[src/logic/llmc_defines.vh]
// Register offsets, field positions, reset values and timing counts for loop maintenance.
`ifndef LLMC_DEFINES_VH
`define LLMC_DEFINES_VH
`define LLMC_ADDR_DIGITAL_LOOP   5'h02
`define LLMC_ADDR_REMOTE_LOOP    5'h03
`define LLMC_ADDR_ALL_ONES       5'h04
`define LLMC_ADDR_AUTO_ALL_ONES  5'h05
`define LLMC_ADDR_MONITOR        5'h06
`define LLMC_ADDR_SOFT_RESET     5'h07
`define LLMC_ADDR_CODE_CONFIG    5'h08
`define LLMC_ADDR_ACT_PATTERN    5'h09
`define LLMC_ADDR_DEACT_PATTERN  5'h0A
`define LLMC_ADDR_STATUS         5'h0B
`define LLMC_ADDR_IRQ_STATUS     5'h0C
`define LLMC_ADDR_IRQ_MASK       5'h0D
`define LLMC_ADDR_GEN_SELECT     5'h0E
`define LLMC_ADDR_GEN_ENABLE     5'h0F
`define LLMC_ADDR_TX_POWER_DOWN  5'h10
`define LLMC_ADDR_RX_POWER_DOWN  5'h11
`define LLMC_ADDR_CHAN_STATE     5'h12
`define LLMC_CFG_DEACT_LEN_LSB   0
`define LLMC_CFG_ACT_LEN_LSB     2
`define LLMC_CFG_DETECT_EN_BIT   4
`define LLMC_CFG_AUTO_LOOP_BIT   5
`define LLMC_RESET_VALUE         8'h00
`define LLMC_CLK_PERIOD_NS       20
`define LLMC_TX_HIGH_CYCLES      16
`define LLMC_TX_LOW_CYCLES       64
`define LLMC_SOFT_RESET_NS       1000
`define LLMC_POR_NS              10000
`define LLMC_CODE_HOLD_MS        5100
`endif

[src/logic/llmc_loop_ctrl.v]
// Per-channel loopback, all-ones, inband code, monitoring, reset and power-down control.
//
// The strobed register port was chosen for this implementation.
`timescale 1ns/1ps
`include "llmc_defines.vh"
module llmc_loop_ctrl #(
	parameter CODE_HOLD_CYCLES = 255000000,
	parameter POR_CYCLES       = (`LLMC_POR_NS + `LLMC_CLK_PERIOD_NS - 1) / `LLMC_CLK_PERIOD_NS,
	parameter NCH              = 4
) (
	input  wire           clock_in,
	input  wire           rst_b_in,
	input  wire           host_mode_in,
	input  wire [4:0]     addr_in,
	input  wire [7:0]     wdata_in,
	input  wire           wr_in,
	input  wire           rd_in,
	output reg  [7:0]     rdata_out,
	input  wire [NCH-1:0] loop_select_pin_in,
	input  wire [3:0]     monitor_select_pins_in,
	input  wire [NCH-1:0] transmit_clock_pin_in,
	input  wire [NCH-1:0] transmit_data_pos_in,
	input  wire [NCH-1:0] transmit_violation_neg_in,
	input  wire [NCH-1:0] jitter_attenuator_en_in,
	input  wire [NCH-1:0] rec_clock_in,
	input  wire [NCH-1:0] rec_data_pos_in,
	input  wire [NCH-1:0] rec_data_neg_in,
	input  wire [NCH-1:0] jitter_clock_in,
	input  wire [NCH-1:0] jitter_data_pos_in,
	input  wire [NCH-1:0] jitter_data_neg_in,
	input  wire [NCH-1:0] loss_of_signal_in,
	input  wire [NCH-1:0] code_bit_valid_in,
	input  wire           mclk_held_low_in,
	output reg  [NCH-1:0] receive_clock_out,
	output reg  [NCH-1:0] receive_data_pos_out,
	output reg  [NCH-1:0] receive_violation_neg_out,
	output reg  [NCH-1:0] line_tx_pos_out,
	output reg  [NCH-1:0] line_tx_neg_out,
	output reg  [NCH-1:0] line_tx_clock_out,
	output reg  [NCH-1:0] tx_power_down_out,
	output reg  [NCH-1:0] rx_power_down_out,
	output reg  [NCH-1:0] remote_loop_active_out,
	output reg            monitor_active_out,
	output reg  [1:0]     monitor_channel_out,
	output reg            monitor_tx_path_out,
	output reg            irq_out,
	output reg            internal_reset_out
);
	localparam SR_CYCLES = `LLMC_SOFT_RESET_NS / `LLMC_CLK_PERIOD_NS;
	localparam RCW = 16;

	reg [7:0] digital_loop_reg;
	reg [7:0] remote_loop_reg;
	reg [7:0] all_ones_reg;
	reg [7:0] auto_all_ones_reg;
	reg [7:0] monitor_select_reg;
	reg [7:0] inband_code_config;
	reg [7:0] inband_activate_pattern;
	reg [7:0] inband_deactivate_pattern;
	reg [7:0] inband_irq_status;
	reg [7:0] inband_irq_mask;
	reg [7:0] inband_generator_select;
	reg [7:0] inband_generator_enable;
	reg [7:0] tx_power_down_reg;
	reg [7:0] rx_power_down_reg;
	reg [NCH-1:0] inband_status;
	reg [NCH-1:0] auto_loop;
	reg [NCH-1:0] tc_s1, tc_s2, tc_s3;
	reg [NCH-1:0] ld_s1, ld_s2, ld_s3;
	reg [3:0] mc_s1, mc_s2, mc_s3;
	reg [NCH-1:0] transmit_all_ones;
	reg [NCH-1:0] tx_clock_dead;
	reg [NCH-1:0] gen_bit;
	reg [RCW-1:0] reset_count;
	reg           por_done;
	reg [3:0]     mc_q;
	reg [NCH-1:0] ld_q;

	wire          detect_en = inband_code_config[`LLMC_CFG_DETECT_EN_BIT];
	wire          auto_en   = inband_code_config[`LLMC_CFG_AUTO_LOOP_BIT];
	wire [1:0]    act_len   = inband_code_config[`LLMC_CFG_ACT_LEN_LSB +: 2];
	wire [1:0]    deact_len = inband_code_config[`LLMC_CFG_DEACT_LEN_LSB +: 2];
	wire          regs_rst  = ~rst_b_in | internal_reset_out;
	wire [NCH-1:0] remote_loop;
	wire [NCH-1:0] status_chg;
	reg  [NCH-1:0] status_d;

	// Soft reset and power-on reset share one counter; writing the reset register loads it only while no internal reset is running.
	always @(posedge clock_in)
	begin
		if (!rst_b_in)
		begin
			reset_count        <= {RCW{1'b0}};
			por_done           <= 1'b0;
			internal_reset_out <= 1'b1;
		end
		else if (!por_done)
		begin
			reset_count        <= reset_count + 1'b1;
			internal_reset_out <= 1'b1;
			if (reset_count == POR_CYCLES[RCW-1:0] - 1'b1)
			begin
				por_done    <= 1'b1;
				reset_count <= {RCW{1'b0}};
			end
		end
		else if (wr_in && addr_in == `LLMC_ADDR_SOFT_RESET && !internal_reset_out)
		begin
			reset_count        <= SR_CYCLES[RCW-1:0];
			internal_reset_out <= 1'b1;
		end
		else if (reset_count != {RCW{1'b0}})
		begin
			reset_count        <= reset_count - 1'b1;
			internal_reset_out <= (reset_count != 16'h0001);
		end
		else
			internal_reset_out <= 1'b0;
	end

	// Pins from outside the clock domain; a change counts once stages two and three agree.
	always @(posedge clock_in)
	begin
		tc_s1 <= transmit_clock_pin_in;
		tc_s2 <= tc_s1;
		tc_s3 <= tc_s2;
		ld_s1 <= loop_select_pin_in;
		ld_s2 <= ld_s1;
		ld_s3 <= ld_s2;
		mc_s1 <= monitor_select_pins_in;
		mc_s2 <= mc_s1;
		mc_s3 <= mc_s2;
		if (!rst_b_in)
		begin
			ld_q <= {NCH{1'b1}};
			mc_q <= 4'h0;
		end
		else
		begin
			if (ld_s2 == ld_s3)
				ld_q <= ld_s3;
			if (mc_s2 == mc_s3)
				mc_q <= mc_s3;
		end
	end

	assign status_chg = inband_status ^ status_d;
	assign remote_loop = host_mode_in ? (remote_loop_reg[NCH-1:0] | auto_loop)
		: ~ld_q;

	genvar ch;
	generate
		for (ch = 0; ch < NCH; ch = ch + 1)
		begin : g_ch
			reg [6:0]     high_cnt;
			reg [6:0]     low_cnt;
			reg           tc_q;
			reg [7:0]     shift;
			reg           act_on;
			reg           deact_on;
			reg [2:0]     act_gap;
			reg [2:0]     deact_gap;
			reg [31:0]    hold_cnt;
			reg           hold_act;
			reg [2:0]     gen_pos;
			wire [2:0]    alen = {1'b0, act_len} + 3'd5;
			wire [2:0]    dlen = {1'b0, deact_len} + 3'd5;
			wire [7:0]    amask = 8'hFF << (3'd0 - alen);
			wire [7:0]    dmask = 8'hFF << (3'd0 - dlen);
			wire          act_hit = ((shift ^ inband_activate_pattern) & amask) == 8'h00;
			wire          deact_hit = ((shift ^ inband_deactivate_pattern) & dmask) == 8'h00;
			wire          gen_act = ~inband_generator_select[ch];
			wire [2:0]    glen = gen_act ? alen : dlen;
			wire [7:0]    gpat = gen_act ? inband_activate_pattern : inband_deactivate_pattern;

			// Pin duration counters restart on every settled toggle.
			always @(posedge clock_in)
			begin
				if (!rst_b_in)
				begin
					tc_q     <= 1'b0;
					high_cnt <= 7'h00;
					low_cnt  <= 7'h00;
					transmit_all_ones[ch] <= 1'b0;
					tx_clock_dead[ch]     <= 1'b0;
				end
				else
				begin
					if (tc_s2[ch] == tc_s3[ch])
						tc_q <= tc_s3[ch];
					if (tc_q != tc_s3[ch] && tc_s2[ch] == tc_s3[ch])
					begin
						high_cnt <= 7'h00;
						low_cnt  <= 7'h00;
					end
					else if (tc_q)
					begin
						if (high_cnt <= `LLMC_TX_HIGH_CYCLES)
							high_cnt <= high_cnt + 1'b1;
					end
					else if (low_cnt <= `LLMC_TX_LOW_CYCLES)
						low_cnt <= low_cnt + 1'b1;
					transmit_all_ones[ch] <= host_mode_in ? (all_ones_reg[ch]
						| (auto_all_ones_reg[ch] & loss_of_signal_in[ch]))
						: (tc_q && high_cnt > `LLMC_TX_HIGH_CYCLES);
					tx_clock_dead[ch] <= ~tc_q && low_cnt > `LLMC_TX_LOW_CYCLES;
				end
			end

			// Inband code detector, shared settings for every channel, plus generator.
			always @(posedge clock_in)
			begin
				if (regs_rst)
				begin
					shift         <= 8'h00;
					act_on        <= 1'b0;
					deact_on      <= 1'b0;
					act_gap       <= 3'd7;
					deact_gap     <= 3'd7;
					hold_cnt      <= 32'h0;
					hold_act      <= 1'b0;
					auto_loop[ch] <= 1'b0;
					inband_status[ch] <= 1'b0;
					gen_pos       <= 3'd0;
					gen_bit[ch]   <= 1'b0;
				end
				else
				begin
					if (code_bit_valid_in[ch])
					begin
						shift <= {shift[6:0], rec_data_pos_in[ch]};
						if (inband_generator_enable[ch])
						begin
							gen_bit[ch] <= gpat[3'd7 - gen_pos];
							gen_pos <= (gen_pos == glen - 3'd1) ? 3'd0 : gen_pos + 3'd1;
						end
					end
					if (!inband_generator_enable[ch])
						gen_pos <= 3'd0;
					if (!detect_en)
					begin
						hold_cnt <= 32'h0;
						inband_status[ch] <= 1'b0;
					end
					else if (code_bit_valid_in[ch])
					begin
						// A code counts as present only while its window recurs every length bits.
						act_on <= act_hit ? (act_gap == alen - 3'd1)
							: act_on & (act_gap < alen - 3'd1);
						act_gap <= act_hit ? 3'd0 : act_gap + {2'b00, act_gap != 3'd7};
						deact_on <= deact_hit ? (deact_gap == dlen - 3'd1)
							: deact_on & (deact_gap < dlen - 3'd1);
						deact_gap <= deact_hit ? 3'd0 : deact_gap + {2'b00, deact_gap != 3'd7};
						if ((act_on | deact_on) && hold_act == act_on)
						begin
							if (hold_cnt < CODE_HOLD_CYCLES)
								hold_cnt <= hold_cnt + 1'b1;
						end
						else
						begin
							hold_act <= act_on;
							hold_cnt <= (act_on | deact_on) ? 32'h1 : 32'h0;
						end
						inband_status[ch] <= act_on | deact_on;
					end
					else if (hold_cnt != 32'h0 && hold_cnt < CODE_HOLD_CYCLES)
						hold_cnt <= hold_cnt + 1'b1;
					if (detect_en && auto_en && hold_cnt >= CODE_HOLD_CYCLES)
						auto_loop[ch] <= hold_act;
				end
			end

			// Data routing per channel; the digital loop needs the remote loop enabled as well.
			always @(posedge clock_in)
			begin
				if (!rst_b_in)
				begin
					receive_clock_out[ch]         <= 1'b0;
					receive_data_pos_out[ch]      <= 1'b0;
					receive_violation_neg_out[ch] <= 1'b0;
					line_tx_pos_out[ch]           <= 1'b0;
					line_tx_neg_out[ch]           <= 1'b0;
					line_tx_clock_out[ch]         <= 1'b0;
					tx_power_down_out[ch]         <= 1'b0;
					rx_power_down_out[ch]         <= 1'b0;
					remote_loop_active_out[ch]    <= 1'b0;
				end
				else
				begin
					remote_loop_active_out[ch] <= remote_loop[ch];
					tx_power_down_out[ch] <= tx_clock_dead[ch]
						| (host_mode_in & tx_power_down_reg[ch]);
					rx_power_down_out[ch] <= mclk_held_low_in | rx_power_down_reg[ch];
					if (digital_loop_reg[ch] && remote_loop[ch])
					begin
						receive_clock_out[ch]         <= transmit_clock_pin_in[ch];
						receive_data_pos_out[ch]      <= transmit_data_pos_in[ch];
						receive_violation_neg_out[ch] <= transmit_violation_neg_in[ch];
					end
					else
					begin
						receive_clock_out[ch]         <= rec_clock_in[ch];
						receive_data_pos_out[ch]      <= rec_data_pos_in[ch];
						receive_violation_neg_out[ch] <= rec_data_neg_in[ch];
					end
					if (remote_loop[ch])
					begin
						line_tx_clock_out[ch] <= jitter_attenuator_en_in[ch]
							? jitter_clock_in[ch] : rec_clock_in[ch];
						line_tx_pos_out[ch] <= jitter_attenuator_en_in[ch]
							? jitter_data_pos_in[ch] : rec_data_pos_in[ch];
						line_tx_neg_out[ch] <= jitter_attenuator_en_in[ch]
							? jitter_data_neg_in[ch] : rec_data_neg_in[ch];
					end
					else if (transmit_all_ones[ch])
					begin
						line_tx_clock_out[ch] <= ~line_tx_clock_out[ch];
						line_tx_pos_out[ch]   <= ~line_tx_clock_out[ch] & ~line_tx_neg_out[ch];
						line_tx_neg_out[ch]   <= ~line_tx_clock_out[ch] & line_tx_neg_out[ch];
					end
					else
					begin
						line_tx_clock_out[ch] <= transmit_clock_pin_in[ch];
						line_tx_pos_out[ch]   <= inband_generator_enable[ch]
							? gen_bit[ch] : transmit_data_pos_in[ch];
						line_tx_neg_out[ch]   <= inband_generator_enable[ch]
							? 1'b0 : transmit_violation_neg_in[ch];
					end
				end
			end
		end
	endgenerate

	// Monitor select: bit 3 enables, bit 2 picks transmit path, bits 1:0 the channel.
	always @(posedge clock_in)
	begin
		if (!rst_b_in)
		begin
			monitor_active_out  <= 1'b0;
			monitor_channel_out <= 2'h0;
			monitor_tx_path_out <= 1'b0;
		end
		else
		begin
			monitor_active_out  <= host_mode_in ? monitor_select_reg[3] : mc_q[3];
			monitor_channel_out <= host_mode_in ? monitor_select_reg[1:0] : mc_q[1:0];
			monitor_tx_path_out <= host_mode_in ? monitor_select_reg[2] : mc_q[2];
		end
	end

	// Register writes, interrupt latch; a status change wins over the clear on read.
	always @(posedge clock_in)
	begin
		if (regs_rst)
		begin
			digital_loop_reg          <= `LLMC_RESET_VALUE;
			remote_loop_reg           <= `LLMC_RESET_VALUE;
			all_ones_reg              <= `LLMC_RESET_VALUE;
			auto_all_ones_reg         <= `LLMC_RESET_VALUE;
			monitor_select_reg        <= `LLMC_RESET_VALUE;
			inband_code_config        <= `LLMC_RESET_VALUE;
			inband_activate_pattern   <= `LLMC_RESET_VALUE;
			inband_deactivate_pattern <= `LLMC_RESET_VALUE;
			inband_irq_status         <= `LLMC_RESET_VALUE;
			inband_irq_mask           <= `LLMC_RESET_VALUE;
			inband_generator_select   <= `LLMC_RESET_VALUE;
			inband_generator_enable   <= `LLMC_RESET_VALUE;
			tx_power_down_reg         <= `LLMC_RESET_VALUE;
			rx_power_down_reg         <= `LLMC_RESET_VALUE;
			irq_out                   <= 1'b0;
		end
		else
		begin
			if (wr_in)
			begin
				if (addr_in == `LLMC_ADDR_DIGITAL_LOOP)
					digital_loop_reg <= wdata_in;
				else if (addr_in == `LLMC_ADDR_REMOTE_LOOP)
					remote_loop_reg <= wdata_in;
				else if (addr_in == `LLMC_ADDR_ALL_ONES)
					all_ones_reg <= wdata_in;
				else if (addr_in == `LLMC_ADDR_AUTO_ALL_ONES)
					auto_all_ones_reg <= wdata_in;
				else if (addr_in == `LLMC_ADDR_MONITOR)
					monitor_select_reg <= wdata_in;
				else if (addr_in == `LLMC_ADDR_CODE_CONFIG)
					inband_code_config <= wdata_in;
				else if (addr_in == `LLMC_ADDR_ACT_PATTERN)
					inband_activate_pattern <= wdata_in;
				else if (addr_in == `LLMC_ADDR_DEACT_PATTERN)
					inband_deactivate_pattern <= wdata_in;
				else if (addr_in == `LLMC_ADDR_IRQ_MASK)
					inband_irq_mask <= wdata_in;
				else if (addr_in == `LLMC_ADDR_GEN_SELECT)
					inband_generator_select <= wdata_in;
				else if (addr_in == `LLMC_ADDR_GEN_ENABLE)
					inband_generator_enable <= wdata_in;
				else if (addr_in == `LLMC_ADDR_TX_POWER_DOWN)
					tx_power_down_reg <= wdata_in;
				else if (addr_in == `LLMC_ADDR_RX_POWER_DOWN)
					rx_power_down_reg <= wdata_in;
			end
			inband_irq_status <= ((rd_in && addr_in == `LLMC_ADDR_STATUS)
				? 8'h00 : inband_irq_status)
				| {{(8-NCH){1'b0}}, status_chg & inband_irq_mask[NCH-1:0]};
			irq_out <= |(inband_irq_status & inband_irq_mask);
		end
	end

	always @(posedge clock_in)
	begin
		if (regs_rst)
			status_d <= {NCH{1'b0}};
		else
			status_d <= inband_status;
	end

	// Read data appear in the cycle after the strobe; unmapped addresses read zero.
	always @(posedge clock_in)
	begin
		if (!rst_b_in)
			rdata_out <= 8'h00;
		else if (!rd_in)
			rdata_out <= 8'h00;
		else if (addr_in == `LLMC_ADDR_DIGITAL_LOOP)
			rdata_out <= digital_loop_reg;
		else if (addr_in == `LLMC_ADDR_REMOTE_LOOP)
			rdata_out <= remote_loop_reg;
		else if (addr_in == `LLMC_ADDR_ALL_ONES)
			rdata_out <= all_ones_reg;
		else if (addr_in == `LLMC_ADDR_AUTO_ALL_ONES)
			rdata_out <= auto_all_ones_reg;
		else if (addr_in == `LLMC_ADDR_MONITOR)
			rdata_out <= monitor_select_reg;
		else if (addr_in == `LLMC_ADDR_CODE_CONFIG)
			rdata_out <= inband_code_config;
		else if (addr_in == `LLMC_ADDR_ACT_PATTERN)
			rdata_out <= inband_activate_pattern;
		else if (addr_in == `LLMC_ADDR_DEACT_PATTERN)
			rdata_out <= inband_deactivate_pattern;
		else if (addr_in == `LLMC_ADDR_STATUS)
			rdata_out <= {{(8-NCH){1'b0}}, inband_status};
		else if (addr_in == `LLMC_ADDR_IRQ_STATUS)
			rdata_out <= inband_irq_status;
		else if (addr_in == `LLMC_ADDR_IRQ_MASK)
			rdata_out <= inband_irq_mask;
		else if (addr_in == `LLMC_ADDR_GEN_SELECT)
			rdata_out <= inband_generator_select;
		else if (addr_in == `LLMC_ADDR_GEN_ENABLE)
			rdata_out <= inband_generator_enable;
		else if (addr_in == `LLMC_ADDR_TX_POWER_DOWN)
			rdata_out <= tx_power_down_reg;
		else if (addr_in == `LLMC_ADDR_RX_POWER_DOWN)
			rdata_out <= rx_power_down_reg;
		else if (addr_in == `LLMC_ADDR_CHAN_STATE)
			rdata_out <= {transmit_all_ones, remote_loop};
		else
			rdata_out <= 8'h00;
	end
endmodule // llmc_loop_ctrl
[config.mk]
export PLATFORM = sky130hd
export DESIGN_NAME = llmc_loop_ctrl
export DESIGN_NICKNAME = d
export VERILOG_FILES = /design/src/logic/llmc_loop_ctrl.v
export VERILOG_INCLUDE_DIRS = /design/src /design/src/logic
export SDC_FILE = /design/constraint.sdc
export NUM_CORES = 1
export LEC_CHECK = 0
export BUFFER_PORTS_ARGS = -buffer_cell sky130_fd_sc_hd__buf_2
export CORE_ASPECT_RATIO = 1.1
export CORE_MARGIN = 5
export CORE_UTILIZATION = 65
export CTS_CLUSTER_DIAMETER = 60
export DETAILED_ROUTE_END_ITERATION = 16
export HOLD_SLACK_MARGIN = 0.15
export PLACE_DENSITY = 0.8
export SYNTH_ARGS = -nofsm -noshare
export SYNTH_HDL_FRONTEND = slang
export SYNTH_SLANG_ARGS = --single-unit
[constraint.sdc]
create_clock -name clock_in -period 5.5 [get_ports clock_in]
set_input_delay 0.55 -clock clock_in [delete_from_list [all_inputs] [get_ports clock_in]]
set_output_delay 0.55 -clock clock_in [all_outputs]
set_load 0.01 [all_outputs]
==> results of run 1 <==
[per-layer routing]
layer  GRT usage (%)  vias up
met3            4.71      220
met5               0        -
met2            52.7      879
li1                -    10100
met4            13.0        2
met1            37.9    10200
[layout make-up]
type | count | area, sq um
Multi-Input combinational cell | 2085 | 13400
Clock inverter | 25 | 284
Clock buffer | 71 | 1470
Timing Repair Buffer | 157 | 908
Inverter | 81 | 304
Fill cell | 2793 | 9990
Tap cell | 494 | 618
Sequential cell | 511 | 10200
[cell usage in the layout (no fill, tap or decap), drive strengths merged, types with 16 or more instances in the layout]
cell / Yosys / final
a211oi: 30 / 30
a21oi: 179 / 179
a221oi: 19 / 19
a22oi: 23 / 23
and2: 35 / 35
and3: 27 / 27
buf: 23 / 146
clkbuf: 135 / 71
dfxtp: 511 / 511
ha: 74 / 74
inv: 81 / 85
mux2i: 163 / 163
mux4: 20 / 20
nand2: 244 / 244
nand3: 149 / 149
nand4: 72 / 72
nor2: 386 / 386
nor2b: 28 / 28
nor3: 53 / 53
nor4: 37 / 37
o21ai: 87 / 87
o22ai: 16 / 16
or3: 29 / 29
xnor2: 122 / 122
xor2: 90 / 90
[power breakdown]
group / leakage (nW) / internal, W / switching [W] / total, W
combinational: 4.94 / 0.000131 / 0.000225 / 0.000355
sequential: 4.14 / 0.00374 / 0.0000331 / 0.00378
clock: 0.862 / 0.00212 / 0.00149 / 0.00362
total: 9.94 / 0.00600 / 0.00175 / 0.00775
[per-stage QoR]
stage	std cells	area [sq um]	worst slack (ns)	power, W	hold WS (ns)
floorplan	2835	24600	2.98	0.00407	0.310
global placement	3317	25400	2.27	0.00419	0.311
detailed placement	3317	25400	2.21	0.00420	0.314
CTS	3424	27200	2.19	0.00779	0.153
global route	3424	27200	1.85	0.00798	0.152
finish	3424	27200	2.11	0.00775	0.154
[final timing paths]
| path | depth (start not counted) | slack, ns | from | end |
|---|---|---|---|---|
| worst max-delay path | 7 | 2.11 | inband_code_config[0] | g_ch[2].deact_on |
| worst max register to register | 7 | 2.11 | inband_code_config[0] | g_ch[2].deact_on |
| worst min register to register | 0 | 0.33 | tc_s1[2] | tc_s2[2] |
| worst min-delay path | 1 | 0.15 | transmit_clock_pin_in[0] | tc_s1[0] |
[cells by family (layout without fill, tap and decap cells)]
kind of cell	Yosys count	in the layout	synth area share (%)
simple gates	1136	1136	22.2
flops	511	511	41.6
compound gates	480	480	12.5
buf+inv	239	334	3.80
xor+xnor	212	212	7.56
mux	183	183	8.47
fa+ha+maj	74	74	3.77
[timing repair]
| action | 4_1_cts | 5_1_grt |
|---|---|---|
| setup buffers | 0 | 0 |
| hold endpoints to repair | 11 | 0 |
| hold buffers | 11 | 0 |
==> impl_metrics.ini, run 1 <==
[critical_path]
crit_fanout = 14
critical_path.top_delay_family = compound AO/OA/AOI/OAI gates
criticalPathCategory = flip-flop to flip-flop
required_ns = 6.01
max_stage_delay_ns = 0.98
cp-start-kind = flip-flop
cp_slowest_cell = a2111oi_0
path_cells = inv_1 > ha_1 > xnor2_1 > o22ai_1 > a2111oi_0 > nand4_1 > a21oi_1
cp.arrival_ns = 3.90
path_buf_inv = 1
endpoint_kind = flip-flop

[worst_hold_path]
hp-class = input port to flip-flop

[clock_tree]
clk_latency_ns = 0.58
htree_num_levels = 2
cts_resized = 0
clkSinkCount = 511
clk_pin_slew_ns = 0.06
cts_tree = built
root_buffer = clkbuf_16
cts_buffers = 52
clockBufferDepth = 3

[grt]
antenna_found_initial = 1
grt_overflow = 0
grt_pass1_vias = 20900
grt_start_max_net_pins = 88
grt_pass1_wl_microns = 108000
grt_usage_pct = 30.5

[timing]
tightest_slew_ns = 1.22
rsz0062_at_grt = no
fin_crit_sh_pct = 61.7
min_period_ns = 3.39
fin_setup_tns_ns = 0
max_freq_mhz = 295
setup_violations = 0
skew_ns = 0.0173
finalHoldViolations = 0
slew_headroom_pct = 16.4
slew_viol_final = 0

[outcome]
outcome = finished clean

[floorplan]
dieArea_sq_um = 41800
io_pins = 125
rows = 74
core-area_sq_um = 37200
die_h_microns = 214
fp.dieW_microns = 195
floorplan.initialDensity_pct = 66.0

[synthesis]
synth_edf_count = 0
async_flop_share_pct = 0
synth-seq-area-share_pct = 41.6
avgSynthCellArea_sq_um = 8.67
ys_seq_elements = 511
ys.warnings.count = 0
syn_nets = 2984
synth_cells = 2835
synth_cell_types = 79
netlist_area_sq_um = 24600
synth_area_leader_cell = dfxtp_1
yosysMostFrequentCell = dfxtp_1
synthTopCellsByArea = dfxtp_1 (42%), mux2i_1 (6.6%), nor2_1 (5.9%), xnor2_1 (4.3%), ha_1 (3.8%)
post-synth-top-area-fraction_pct = 41.6
synth_ff_type = dfxtp_1
ys_top_cells_by_count = dfxtp_1 (511), nor2_1 (384), nand2_1 (244)

[route]
dr.max_layer_used = met5
ant_nets = 0
via_per_inst = 6.25
wl_per_cell_microns = 19.6
met3_wirelength_microns = 4720
wl_met2_microns = 32700
vias = 21400
drc_errors = 0
wl_met1_microns = 26700
drt-initial-drc-count = 1604
wirelength_microns = 67200
firstDrtPassIters = 6

[finish]
n_antenna_cell = 0
largestRegisters = g_ch.hold_cnt x128, g_ch.shift x32
largest_reg_flops = 128
area.growth.synth_to_final_pct = 10.8
final_net_count = 3037
drive_gt1_share_pct = 9.80
regMostFlops = g_ch.hold_cnt
finish.utilization_pct = 73.2

[power_and_ir_drop]
vdd_drop_max_uv = 272
power_leakage_nw = 9.94
powerDensity_nw_per_um2 = 285

[place]
routabilityCongestion = 0.998
io_buffers = 124
dp_hpwl_microns = 46200

[run]
cap_violations = 0
Note: power is estimated with default switching activity, not from simulation.
==> run 2, diff against run 1 <==
Settings changed: CORE_UTILIZATION 65 to 56, PLACE_DENSITY 0.8 to 0.73.
Clock period 5.5 ns to 2.9 ns, I/O delays scaled along.
==> run 2 against run 1 <==
Compared with the run above:
- first-iteration DRC count grew 5.8%
- final cell count grew 5.7%
- hold slack gained 0.042 ns
- clock power grew 89%
- critical path depth grew 4
- worst setup slack lost 1.9 ns
- total power grew 91%
- die area grew 15%
- critical endpoint is now rdata_out[3]
- largest cell class unchanged
==> impl_metrics.ini, run 2 (synthesized netlist as in run 1, its figures left out) <==
[outcome]
outcome = finished clean

[critical_path]
criticalPathCategory = input port to flip-flop
cp-start-kind = input port
required_ns = 3.45
cp_slowest_cell = dlygate4sd3_1
timing.rr.start = inband_code_config[1]
crit_fanout = 15
path_cells = dlygate4sd3_1 > buf_2 > or2_2 > nor3_1 > buf_4 > a22oi_1 > nand3_1 > a2111oi_0 > buf_4 > a211oi_1 > dlygate4sd3_1
startpoint = addr_in[4]
regToRegSetupSlack_ns = 0.37
reg2reg_depth = 9
endpoint_kind = flip-flop
cp.arrival_ns = 3.28
r2r-end = g_ch[1].deact_on
max_stage_delay_ns = 0.59

[finish]
regMostFlops = g_ch.hold_cnt
drive_gt1_share_pct = 11.0
mostFrequentLayoutCell = dfxtp_1
fillCellCount = 3622
largest_reg_flops = 128
area.growth.synth_to_final_pct = 15.5
layout_common_cells = dfxtp_1 (511), nor2_1 (383), nand2_1 (244)
n_antenna_cell = 0
final_net_count = 3154
largestRegisters = g_ch.hold_cnt x128, g_ch.shift x32
finish.utilization_pct = 65.3
final_area_sq_um = 28400

[grt]
grt_start_max_net_pins = 66
grt_overflow = 0
antenna_found_initial = 0
grt_usage_pct = 28.2
grt_pass1_vias = 21300
grt_pass1_wl_microns = 112000

[timing]
slew_viol_final = 0
slew_headroom_pct = 44.1
fin_setup_tns_ns = 0
tightest_slew_ns = 0.836
skew_ns = 0.0231
rsz0062_at_grt = no
max_freq_mhz = 366
finalHoldViolations = 0
min_period_ns = 2.73
fin_crit_sh_pct = 94.3
setup_violations = 0

[floorplan]
fp.dieW_microns = 210
core-area_sq_um = 43400
die_h_microns = 230
io_pins = 125
dieArea_sq_um = 48200
floorplan.initialDensity_pct = 56.6
rows = 80

[place]
io_buffers = 124
routabilityCongestion = 1.01
postPlaceCellArea_sq_um = 25800
dp_hpwl_microns = 48600

[clock_tree]
cts_tree = built
clk_latency_ns = 0.61
cts_resized = 0
cts_setup_buffers = 0
clk_pin_slew_ns = 0.06
clockBufferDepth = 3
htree_num_levels = 2
cts_hold_buf = 79
clkSinkCount = 511
cts_buffers = 53
root_buffer = clkbuf_16

[route]
via_per_inst = 6.05
firstDrtPassIters = 7
ant_nets = 0
drc_errors = 0
vias = 21900
drt-initial-drc-count = 1697
wl_per_cell_microns = 19.4
wirelength_microns = 70100

[worst_hold_path]
worst_hold_startpoint = loss_of_signal_in[2]
hold_path_depth = 4
hold_path_end = transmit_all_ones[2]
hp-class = input port to flip-flop

[run]
cap_violations = 0

[power_and_ir_drop]
vdd_drop_max_uv = 489
powerDensity_nw_per_um2 = 521
power_leakage_nw = 10.5
run 2: routing by layer:
metal / up-vias / share of wire [%] / GRT usage [%]
met4: 0 / 4.4 / 11.2
met3: 197 / 6.5 / 4.29
met2: 822 / 49 / 48.9
li1: 10400 / - / -
met5: - / 0 / 0
met1: 10500 / 41 / 35.1
run 2: critical path: cells and delay by family:
kind / cells / cell delay, ns
buffers and inverters: 5 / 1.76
and+or+nand+nor: 3 / 0.83
AOI/OAI and AO/OA: 3 / 0.40
run 2: through the flow:
step	hold WS [ns]	instances	setup slack, ns	power, W
after global routing	0.195	3618	0.0361	0.0153
after detailed placement	0.314	3445	0.435	0.00798
after floorplan	0.310	2835	0.380	0.00773
final	0.196	3618	0.166	0.0148
after CTS	0.178	3618	0.301	0.0149
after global placement	0.314	3445	0.406	0.00796
run 2: how the worst max path moves through the flow:
| stage | to | slack, ns | cells past startpoint |
|---|---|---|---|
| global placement | g_ch[1].deact_on | 0.41 | 9 |
| finish | rdata_out[3] | 0.17 | 11 |
| CTS | rdata_out[3] | 0.30 | 11 |
| floorplan | g_ch[0].deact_on | 0.38 | 8 |
| detailed placement | g_ch[1].deact_on | 0.43 | 9 |
| global route | rdata_out[3] | 0.04 | 11 |
run 2: final cells by class:
| class | count | area [sq um] | share of cell area, % |
|---|---|---|---|
| clock buffer | 74 | 1540 | 5.41 |
| clock inverter | 20 | 220 | 0.776 |
| inverter | 81 | 304 | 1.07 |
| multi-input combinational | 2085 | 13400 | 47.3 |
| sequential | 511 | 10200 | 36.0 |
| tap | 574 | 718 | 2.53 |
| timing repair buffer | 273 | 1960 | 6.91 |
run 2: where the power goes:
group | internal [W] | leakage (nW) | switching [W]
registers | 0.00710 | 4.14 | 0.0000630
clock network | 0.00397 | 0.867 | 0.00287
logic | 0.000323 | 5.48 | 0.000450
total | 0.0114 | 10.5 | 0.00339
